--- src/include/wwd_pkg.sv ---
// Constants and types shared by the windowed watchdog and its clock monitor
`default_nettype none

package wwd_pkg;

   // ----------------------------------------------------------------
   // Register port
   // ----------------------------------------------------------------
   localparam int unsigned ADDR_W = 8;
   localparam int unsigned DATA_W = 8;
   localparam logic [7:0] OFS_SVC = 8'h00;
   localparam logic [7:0] OFS_STATUS = 8'h01;
   localparam logic [7:0] OFS_MASK = 8'h02;

   // ----------------------------------------------------------------
   // Service register layout and reset values
   // ----------------------------------------------------------------
   typedef struct packed {
      logic [1:0] win;
      logic [4:0] key;
      logic cm;
   } wwd_svc_s;

   localparam logic [4:0] SVC_KEY = 5'h0c;
   localparam logic [1:0] WIN_RESET = 2'h3;
   localparam logic CM_RESET = 1'b1;

   // ----------------------------------------------------------------
   // Window limits in idle-timer ticks
   // ----------------------------------------------------------------
   localparam int unsigned CNT_W = 17;
   localparam logic [11:0] LOWER_LIMIT = 12'h800;
   localparam logic [16:0] UPPER_LIM_8K = 17'h02000;
   localparam logic [16:0] UPPER_LIM_16K = 17'h04000;
   localparam logic [16:0] UPPER_LIM_32K = 17'h08000;
   localparam logic [16:0] UPPER_LIM_64K = 17'h10000;

   // ----------------------------------------------------------------
   // Timing
   // ----------------------------------------------------------------
   localparam int unsigned CLK_PERIOD_NS = 10;
   localparam int unsigned CM_GAP_NS = 100_000_000;
   localparam int unsigned CM_GAP_CYCLES = CM_GAP_NS / CLK_PERIOD_NS;
   localparam int unsigned CM_RECOVER_TICKS = 24;
   localparam logic [4:0] ERR_HOLD_CYCLES = 5'h18;

   // ----------------------------------------------------------------
   // Status and mask bit positions
   // ----------------------------------------------------------------
   localparam int unsigned EV_W = 4;
   localparam int unsigned EV_EXPIRE = 0;
   localparam int unsigned EV_EARLY = 1;
   localparam int unsigned EV_MISMATCH = 2;
   localparam int unsigned EV_CLK_FAIL = 3;
   localparam logic [3:0] MASK_RESET = 4'h0;

   // ----------------------------------------------------------------
   // Watchdog state
   // ----------------------------------------------------------------
   typedef enum logic [1:0] {
      WD_OFF = 2'b00,
      WD_RUN = 2'b01,
      WD_HOLD = 2'b11
   } wwd_state_e;

endpackage

`default_nettype wire

--- src/verilog/wwd_clk_monitor.sv ---
// Instruction clock presence monitor
`default_nettype none

module wwd_clk_monitor
   import wwd_pkg::*;
#(
   parameter int unsigned GAP_CYCLES = CM_GAP_CYCLES,
   parameter int unsigned RECOVER_TICKS = CM_RECOVER_TICKS
) (
   // Clock and reset
   input wire logic clk_i,
   input wire logic rst_i,
   // Control
   input wire logic en_i,
   input wire logic tick_i,
   // Result
   output logic fail_o
);

   localparam int unsigned GW = $clog2(GAP_CYCLES + 1);
   localparam int unsigned RW = $clog2(RECOVER_TICKS + 1);

   logic [GW-1:0] gap_cnt;
   logic [RW-1:0] good_cnt;

   // ----------------------------------------------------------------
   // Gap measurement and recovery
   // ----------------------------------------------------------------
   always_ff @(posedge clk_i) begin
      if (rst_i || !en_i) begin
         gap_cnt <= '0;
         good_cnt <= '0;
         fail_o <= 1'b0;
      end else if (tick_i) begin
         gap_cnt <= '0;
         if (fail_o) begin
            if (good_cnt == RW'(RECOVER_TICKS - 1)) begin
               fail_o <= 1'b0;
               good_cnt <= '0;
            end else begin
               good_cnt <= good_cnt + 1'b1;
            end
         end
      end else if (gap_cnt >= GW'(GAP_CYCLES - 1)) begin
         fail_o <= 1'b1;
         good_cnt <= '0;
      end else begin
         gap_cnt <= gap_cnt + 1'b1;
      end
   end

endmodule

`default_nettype wire

--- src/verilog/wwd_watchdog.sv ---
// Windowed watchdog with clock monitor, register port and interrupt
`default_nettype none

module wwd_watchdog
   import wwd_pkg::*;
#(
   parameter int unsigned GAP_CYCLES = CM_GAP_CYCLES
) (
   // Clock and reset
   input wire logic CORE_CLK_I,
   input wire logic RESET_I,

   // Option and time bases
   input wire logic WDOG_OPTION_EN_I,
   input wire logic INSTR_TICK_I,
   input wire logic IDLE_TICK_I,

   // Register port
   input wire logic [ADDR_W-1:0] REG_ADDR_I,
   input wire logic [DATA_W-1:0] REG_WDATA_I,
   input wire logic REG_WR_I,
   input wire logic REG_RD_I,
   output logic [DATA_W-1:0] REG_RDATA_O,

   // Error and interrupt
   output logic WDOG_ERR_N_O,
   output logic IRQ_O
);

   // ----------------------------------------------------------------
   // Declarations
   // ----------------------------------------------------------------
   wwd_state_e state;
   wwd_state_e next_state;
   wwd_svc_s stored;
   wwd_svc_s wr_val;
   wwd_svc_s read_view;
   logic first_done;
   logic lower_armed;
   logic [11:0] lower_cnt;
   logic lower_done;
   logic [CNT_W-1:0] upper_cnt;
   logic [CNT_W-1:0] upper_lim;
   logic [4:0] hold_cnt;
   logic hold_done;
   logic svc_wr;
   logic svc_attempt;
   logic fields_ok;
   logic svc_good;
   logic svc_bad;
   logic svc_early;
   logic expire;
   logic wd_trip;
   logic restart;
   logic cm_en;
   logic cm_fail;
   logic cm_fail_d;
   logic [EV_W-1:0] events;
   logic [EV_W-1:0] status;
   logic [EV_W-1:0] mask;
   logic in_run;
   logic status_wr;
   logic mask_wr;
   logic next_err_n;

   // ----------------------------------------------------------------
   // Register write decode
   // ----------------------------------------------------------------
   assign svc_wr = REG_WR_I && (REG_ADDR_I == OFS_SVC);
   assign status_wr = REG_WR_I && (REG_ADDR_I == OFS_STATUS);
   assign mask_wr = REG_WR_I && (REG_ADDR_I == OFS_MASK);
   assign in_run = (state == WD_RUN);
   assign wr_val = wwd_svc_s'(REG_WDATA_I);

   // Writes up to the first valid service check only the key, later writes all three fields
   always_comb begin
      if (first_done) begin
         fields_ok = (wr_val.win == stored.win) && (wr_val.key == SVC_KEY) && (wr_val.cm == stored.cm);
      end else begin
         fields_ok = (wr_val.key == SVC_KEY);
      end
   end

   // A service outside the run state, in the error hold or with the option off, is ignored
   assign svc_attempt = svc_wr && in_run;
   assign svc_early = svc_attempt && lower_armed && !lower_done;
   assign svc_bad = svc_attempt && !fields_ok;
   assign svc_good = svc_attempt && fields_ok && !svc_early;

   // ----------------------------------------------------------------
   // Upper limit decode
   // ----------------------------------------------------------------
   always_comb begin
      case (stored.win)
         2'h0: upper_lim = UPPER_LIM_8K;
         2'h1: upper_lim = UPPER_LIM_16K;
         2'h2: upper_lim = UPPER_LIM_32K;
         default: upper_lim = UPPER_LIM_64K;
      endcase
   end

   assign expire = in_run && IDLE_TICK_I && !svc_good
      && (upper_cnt >= upper_lim - 1'b1);
   assign wd_trip = expire || svc_bad || svc_early;
   assign hold_done = (hold_cnt == ERR_HOLD_CYCLES - 1'b1);
   // Both windows start over on a good service, on an error and outside the run state
   assign restart = svc_good || !in_run || wd_trip;

   // ----------------------------------------------------------------
   // State machine
   // ----------------------------------------------------------------
   always_comb begin
      next_state = state;
      case (state)
         WD_OFF: begin
            if (WDOG_OPTION_EN_I) begin
               next_state = WD_RUN;
            end
         end
         WD_RUN: begin
            if (!WDOG_OPTION_EN_I) begin
               next_state = WD_OFF;
            end else if (wd_trip) begin
               next_state = WD_HOLD;
            end
         end
         WD_HOLD: begin
            if (!WDOG_OPTION_EN_I) begin
               next_state = WD_OFF;
            end else if (hold_done) begin
               next_state = WD_RUN;
            end
         end
         default: next_state = WD_OFF;
      endcase
   end

   always_ff @(posedge CORE_CLK_I) begin
      if (RESET_I) begin
         state <= WD_OFF;
      end else begin
         state <= next_state;
      end
   end

   // ----------------------------------------------------------------
   // Error hold timer
   // ----------------------------------------------------------------
   always_ff @(posedge CORE_CLK_I) begin
      if (RESET_I || state != WD_HOLD) begin
         hold_cnt <= '0;
      end else if (!hold_done) begin
         hold_cnt <= hold_cnt + 1'b1;
      end
   end

   // ----------------------------------------------------------------
   // Upper limit section
   // ----------------------------------------------------------------
   always_ff @(posedge CORE_CLK_I) begin
      if (RESET_I || restart) begin
         upper_cnt <= '0;
      end else if (IDLE_TICK_I) begin
         upper_cnt <= upper_cnt + 1'b1;
      end
   end

   // ----------------------------------------------------------------
   // Lower limit section
   // ----------------------------------------------------------------
   assign lower_done = (lower_cnt == LOWER_LIMIT);

   always_ff @(posedge CORE_CLK_I) begin
      if (RESET_I || restart) begin
         lower_cnt <= '0;
      end else if (IDLE_TICK_I && !lower_done) begin
         lower_cnt <= lower_cnt + 1'b1;
      end
   end

   // The lower window guards from the first valid service after reset or option enable
   always_ff @(posedge CORE_CLK_I) begin
      if (RESET_I || !WDOG_OPTION_EN_I) begin
         lower_armed <= 1'b0;
      end else if (svc_good) begin
         lower_armed <= 1'b1;
      end
   end

   // ----------------------------------------------------------------
   // Stored window and clock monitor choice
   // ----------------------------------------------------------------
   always_ff @(posedge CORE_CLK_I) begin
      if (RESET_I) begin
         stored.win <= WIN_RESET;
         stored.key <= SVC_KEY;
         stored.cm <= CM_RESET;
         first_done <= 1'b0;
      end else if (svc_good && !first_done) begin
         stored.win <= wr_val.win;
         stored.key <= SVC_KEY;
         stored.cm <= wr_val.cm;
         first_done <= 1'b1;
      end
   end

   // ----------------------------------------------------------------
   // Clock monitor
   // ----------------------------------------------------------------
   assign cm_en = WDOG_OPTION_EN_I && stored.cm;

   wwd_clk_monitor #(
      .GAP_CYCLES(GAP_CYCLES),
      .RECOVER_TICKS(CM_RECOVER_TICKS)
   ) u_clk_monitor (
      .clk_i(CORE_CLK_I),
      .rst_i(RESET_I),
      .en_i(cm_en),
      .tick_i(INSTR_TICK_I),
      .fail_o(cm_fail)
   );

   // Delayed copy lets only the first failing cycle raise the event
   always_ff @(posedge CORE_CLK_I) begin
      if (RESET_I) begin
         cm_fail_d <= 1'b0;
      end else begin
         cm_fail_d <= cm_fail;
      end
   end

   // ----------------------------------------------------------------
   // Error output
   // ----------------------------------------------------------------
   // Error hold and monitor failure both pull the output low
   always_comb begin
      next_err_n = 1'b1;
      if ((next_state == WD_HOLD) || cm_fail) begin
         next_err_n = 1'b0;
      end
   end

   always_ff @(posedge CORE_CLK_I) begin
      if (RESET_I) begin
         WDOG_ERR_N_O <= 1'b1;
      end else begin
         WDOG_ERR_N_O <= next_err_n;
      end
   end

   // ----------------------------------------------------------------
   // Event status and mask
   // ----------------------------------------------------------------
   always_comb begin
      events = '0;
      events[EV_EXPIRE] = expire;
      events[EV_EARLY] = svc_early && fields_ok;
      events[EV_MISMATCH] = svc_bad;
      events[EV_CLK_FAIL] = cm_fail && !cm_fail_d;
   end

   // New events win over a write-one-to-clear in the same cycle
   always_ff @(posedge CORE_CLK_I) begin
      if (RESET_I) begin
         status <= '0;
      end else if (status_wr) begin
         status <= (status & ~REG_WDATA_I[EV_W-1:0]) | events;
      end else begin
         status <= status | events;
      end
   end

   always_ff @(posedge CORE_CLK_I) begin
      if (RESET_I) begin
         mask <= MASK_RESET;
      end else if (mask_wr) begin
         mask <= REG_WDATA_I[EV_W-1:0];
      end
   end

   assign IRQ_O = |(status & mask);

   // ----------------------------------------------------------------
   // Read data
   // ----------------------------------------------------------------
   always_comb begin
      read_view = stored;
      read_view.key = 5'h00;
   end

   always_ff @(posedge CORE_CLK_I) begin
      if (RESET_I || !REG_RD_I) begin
         REG_RDATA_O <= '0;
      end else if (REG_ADDR_I == OFS_SVC) begin
         REG_RDATA_O <= read_view;
      end else if (REG_ADDR_I == OFS_STATUS) begin
         REG_RDATA_O <= {{(DATA_W-EV_W){1'b0}}, status};
      end else if (REG_ADDR_I == OFS_MASK) begin
         REG_RDATA_O <= {{(DATA_W-EV_W){1'b0}}, mask};
      end else begin
         REG_RDATA_O <= '0;
      end
   end

endmodule

`default_nettype wire
--- config.mk ---
export PLATFORM = sky130hd
export DESIGN_NAME = wwd_watchdog
export DESIGN_NICKNAME = d
export VERILOG_FILES = /design/src/include/wwd_pkg.sv /design/src/verilog/wwd_clk_monitor.sv /design/src/verilog/wwd_watchdog.sv
export SDC_FILE = /design/constraint.sdc
export NUM_CORES = 1
export LEC_CHECK = 0
export BUFFER_PORTS_ARGS = -buffer_cell sky130_fd_sc_hd__buf_4
export CAP_MARGIN = 30
export CORE_MARGIN = 2
export CORE_UTILIZATION = 59
export CTS_CLUSTER_DIAMETER = 200
export DETAILED_ROUTE_END_ITERATION = 6
export GPL_ROUTABILITY_DRIVEN = 0
export PLACE_DENSITY = 0.79
export RECOVER_POWER = 25
export SYNTH_ARGS = -nofsm -noshare
export SYNTH_HDL_FRONTEND = slang
export SYNTH_SLANG_ARGS = --single-unit
--- constraint.sdc ---
create_clock -name CORE_CLK_I -period 2.5 [get_ports CORE_CLK_I]
set_input_delay 0.125 -clock CORE_CLK_I [delete_from_list [all_inputs] [get_ports CORE_CLK_I]]
set_output_delay 0.125 -clock CORE_CLK_I [all_outputs]
set_load 0.05 [all_outputs]
==> results.py <==
metrics = {
    "synth": {
        "synth_adder_area_share_pct": 3.07,
        "synth.top_cell.area_share_pct": 42.7,
        "synthArstFlopShare_pct": 0,
        "synth_area_per_cell_um2": 8.73,
        "synth_xor_area_share_pct": 10.7,
        "synth-edff-count": 0,
        "ys_seq_area_share_pct": 42.7,
        "yosys-top-cells-area": "dfxtp_1, xor2_1, nor2_1, nand3_1, nand2_1",
        "yosys.area_share.simple_pct": 29.0,
        "synthFlopType": "dfxtp_1",
        "ys_types": 58,
        "netlist_area_um2": 4080,
        "synth_top_area_cell": "dfxtp_1",
        "syn-instance-count": 467,
        "yosysWarnings": 0,
        "synth_compound_area_share_pct": 10.0,
        "synth_mux_area_share_pct": 1.72,
        "synth_top_family_by_area": "simple AND/OR/NAND/NOR gates",
        "synth_seq_cells": 87,
    },
    "timing": {
        "drv_slew": 0,
        "period_minus_slack_ns": 2.24,
        "fin_hold_ws_ns": 0.0255,
        "timing.final.crit_share_pct": 89.8,
        "worst_pin_slew_ns": 0.696,
        "finClkSkew_ns": 0.00959,
        "slew_headroom_pct": 53.3,
        "hold_viol_final": 0,
        "tns_ns": 0,
        "maxClockFrequency_mhz": 445,
        "grt_setup_unrepaired": "no",
        "setup_viol": 0,
    },
    "route": {
        "drt_first_iter_violations": 165,
        "drt_first_pass_iters": 4,
        "drc": 0,
        "drt.antenna.violating_nets": 0,
        "drt-vias-per-instance": 5.72,
        "post_drt_wl_per_cell_um": 13.7,
        "drt_wl_total_um": 8030,
        "num_vias": 3358,
    },
    "floorplan": {
        "die_area_um2": 7590,
        "io_pins": 33,
        "start_util_pct": 60.3,
        "core.rowCount": 30,
        "die_w_um": 87.1,
        "coreArea_um2": 6760,
        "die_h_um": 87.1,
    },
    "global_route": {
        "grt.busiest_layer": "met2",
        "grt_pass1_vias": 3245,
        "grt_pass1_wl_um": 13600,
        "grt_overflow": 0,
        "antenna_found_initial": 0,
        "grtUsageMet1_pct": 25.8,
        "met2_usage_pct": 38.9,
        "use_met3_pct": 4.83,
        "grt_start_max_net_pins": 30,
        "grt_usage_pct": 22.1,
    },
    "worst_setup_path": {
        "crit_fanout": 10,
        "crit_path_start_kind": "flip-flop",
        "r2r_cells": 8,
        "critical_path_required_ns": 2.77,
        "cp.arrival_ns": 2.51,
        "reg2reg_setup_slack_ns": 0.26,
        "critPathCapture": "u_clk_monitor.good_cnt[2]$_SDFFE_PP0P_",
        "cp-end-kind": "flip-flop",
        "timing.rr.start": "u_clk_monitor.gap_cnt[0]$_SDFFE_PP0N_",
        "startpoint": "u_clk_monitor.gap_cnt[0]$_SDFFE_PP0N_",
        "regToRegEndpoint": "u_clk_monitor.good_cnt[2]$_SDFFE_PP0P_",
        "critPathKind": "reg -> reg",
    },
    "outcome": {
        "status": "complete, no violations",
    },
    "final_layout": {
        "synthToLayoutAreaGrowth_pct": 12.7,
        "postLayoutCoreUtil_pct": 68.0,
        "drive_gt1_share_pct": 10.7,
        "nNetsFinal": 535,
        "antennaDiodeCount": 0,
    },
    "power_and_ir_drop": {
        "power.switching_mw": 0.538,
        "swShare_pct": 20.8,
        "p_clk_share_pct": 42.4,
        "p_comb_share_pct": 3.7,
        "vdd_drop_max_mv": 0.304,
        "seq_power_share_pct": 53.9,
        "p_per_area_nw_per_um2": 562,
        "internal_power_mw": 2.04,
        "leakage_nw": 1.66,
    },
    "job": {
        "max-cap-violations": 0,
    },
    "clock_network": {
        "cts_buffer_depth": 2,
        "cts.sinks": 87,
        "path_clk_slew_ns": 0.09,
        "cts-resized-gates": 0,
        "insertion_delay_ns": 0.35,
        "cts-root-buf": "clkbuf_8",
        "cts_buffers": 9,
        "htreeDepth": 3,
        "cts_tree": "built",
    },
    "placement": {
        "hpwl_um": 5710,
        "port_buffers": 30,
    },
    "hold_path": {
        "hp-class": "in -> reg",
    },
}
[placed cells by master (no fill, tap or decap), drive strengths merged, types with 3 or more instances in the layout]
master	count
nand2	38
clkbuf	20
nand3	30
dlygate4sd3	4
conb	3
ha	10
a31oi	3
and4	3
mux2i	7
or3	7
and2	4
buf	26
dfxtp	87
nor2	84
o21ai	11
xor2	39
nor2b	6
xnor2	11
nand4b	3
or4	3
a21oi	18
inv	7
o211ai	3
nor4	7
a22oi	8
nand4	16
and3	14
nor3	7
[stage by stage]
stage,cells,setup slack [ns],cell area (um2),total power [mW]
2_1_floorplan,468,0.602,4080,1.48
3_3_place_gp,567,0.339,4370,1.51
3_5_place_dp,567,0.273,4370,1.52
4_1_cts,587,0.254,4640,2.61
5_1_grt,587,0.0599,4590,2.67
6_report,587,0.255,4590,2.58
[logic make-up after synthesis]
kind of cell	after synthesis
other	2
muxes	7
adders and majority gates	10
DFF	87
xor gates and xnor gates	50
and+or+nand+nor	230
buffers and inverters	23
AOI/OAI and AO/OA	58
[worst max-delay path, stage by stage (launching register included)]
cell and delay, ns:
dfxtp_1 0.34, ha_1 0.23, nand3_1 0.14, nor2_1 0.11, o41ai_4 0.48, buf_4 0.28
and2_0 0.30, o21ai_0 0.12, nor3_1 0.16
[worst min-delay path by stage]
stage                    from                        end  slack [ns]  cells past startpoint
6_report       REG_WDATA_I[7]  read_view[7]$_SDFFE_PP1P_        0.03                      3
2_1_floorplan   REG_ADDR_I[1]  REG_RDATA_O[6]$_SDFF_PP0_        0.20                      1
3_5_place_dp    REG_ADDR_I[1]  REG_RDATA_O[7]$_SDFF_PP0_        0.34                      2
3_3_place_gp    REG_ADDR_I[1]  REG_RDATA_O[7]$_SDFF_PP0_        0.34                      2
4_1_cts        REG_WDATA_I[7]  read_view[7]$_SDFFE_PP1P_        0.01                      3
5_1_grt        REG_WDATA_I[7]  read_view[7]$_SDFFE_PP1P_        0.01                      3
[layout make-up]
type                    count  area (um2)
well taps                  80         100
multi-input cells         358        2220
clock inverters             5        80.1
repair buffers             39         273
flip-flops and latches     87        1740
inverters                   7        26.3
fillers                   542        2160
clock buffers              11         151
[cell usage after synthesis (8+ instances only)]
| master | instances |
|---|---|
| dfxtp_1 | 87 |
| nor2_1 | 84 |
| xor2_1 | 39 |
| nand2_1 | 38 |
| nand3_1 | 29 |
| a21oi_1 | 18 |
| nand4_1 | 15 |
| and3_1 | 13 |
| clkbuf_1 | 11 |
| xnor2_1 | 11 |
| ha_1 | 10 |
| a22oi_1 | 8 |
| o21ai_0 | 8 |
[per-layer routing]
layer / wire, um / part of all wire (%)
met1: 3530 / 44
met2: 4020 / 50
met3: 389 / 4.8
met4: 97 / 1.2
met5: 0 / 0
[power groups by stage]
stage | Combinational [mW] | Sequential, mW | Clock [mW]
after floorplan | 0.0532 | 1.42 | 0
after global placement | 0.0912 | 1.42 | 0
after detailed placement | 0.0924 | 1.42 | 0
after CTS | 0.0969 | 1.39 | 1.12
after global routing | 0.104 | 1.39 | 1.17
final | 0.0953 | 1.39 | 1.09
[what timing repair did]
action,CTS,global route
hold buffers,4,0
setup buffers,0,0
hold endpoints to repair,3,0
[registers in the layout (all words and copies together), names as in the netlist]
| register | cells |
|---|---|
| state | 2 |
| cm_fail_d | 1 |
| WDOG_ERR_N_O | 1 |
| read_view | 3 |
| u_clk_monitor.gap_cnt | 24 |
| first_done | 1 |
| REG_RDATA_O | 6 |
| lower_armed | 1 |
| hold_cnt | 5 |
| upper_cnt | 17 |
| mask | 4 |
| status | 4 |
| u_clk_monitor.fail_o | 1 |
| lower_cnt | 12 |
| u_clk_monitor.good_cnt | 5 |
Power figures use the tool's default switching activity.
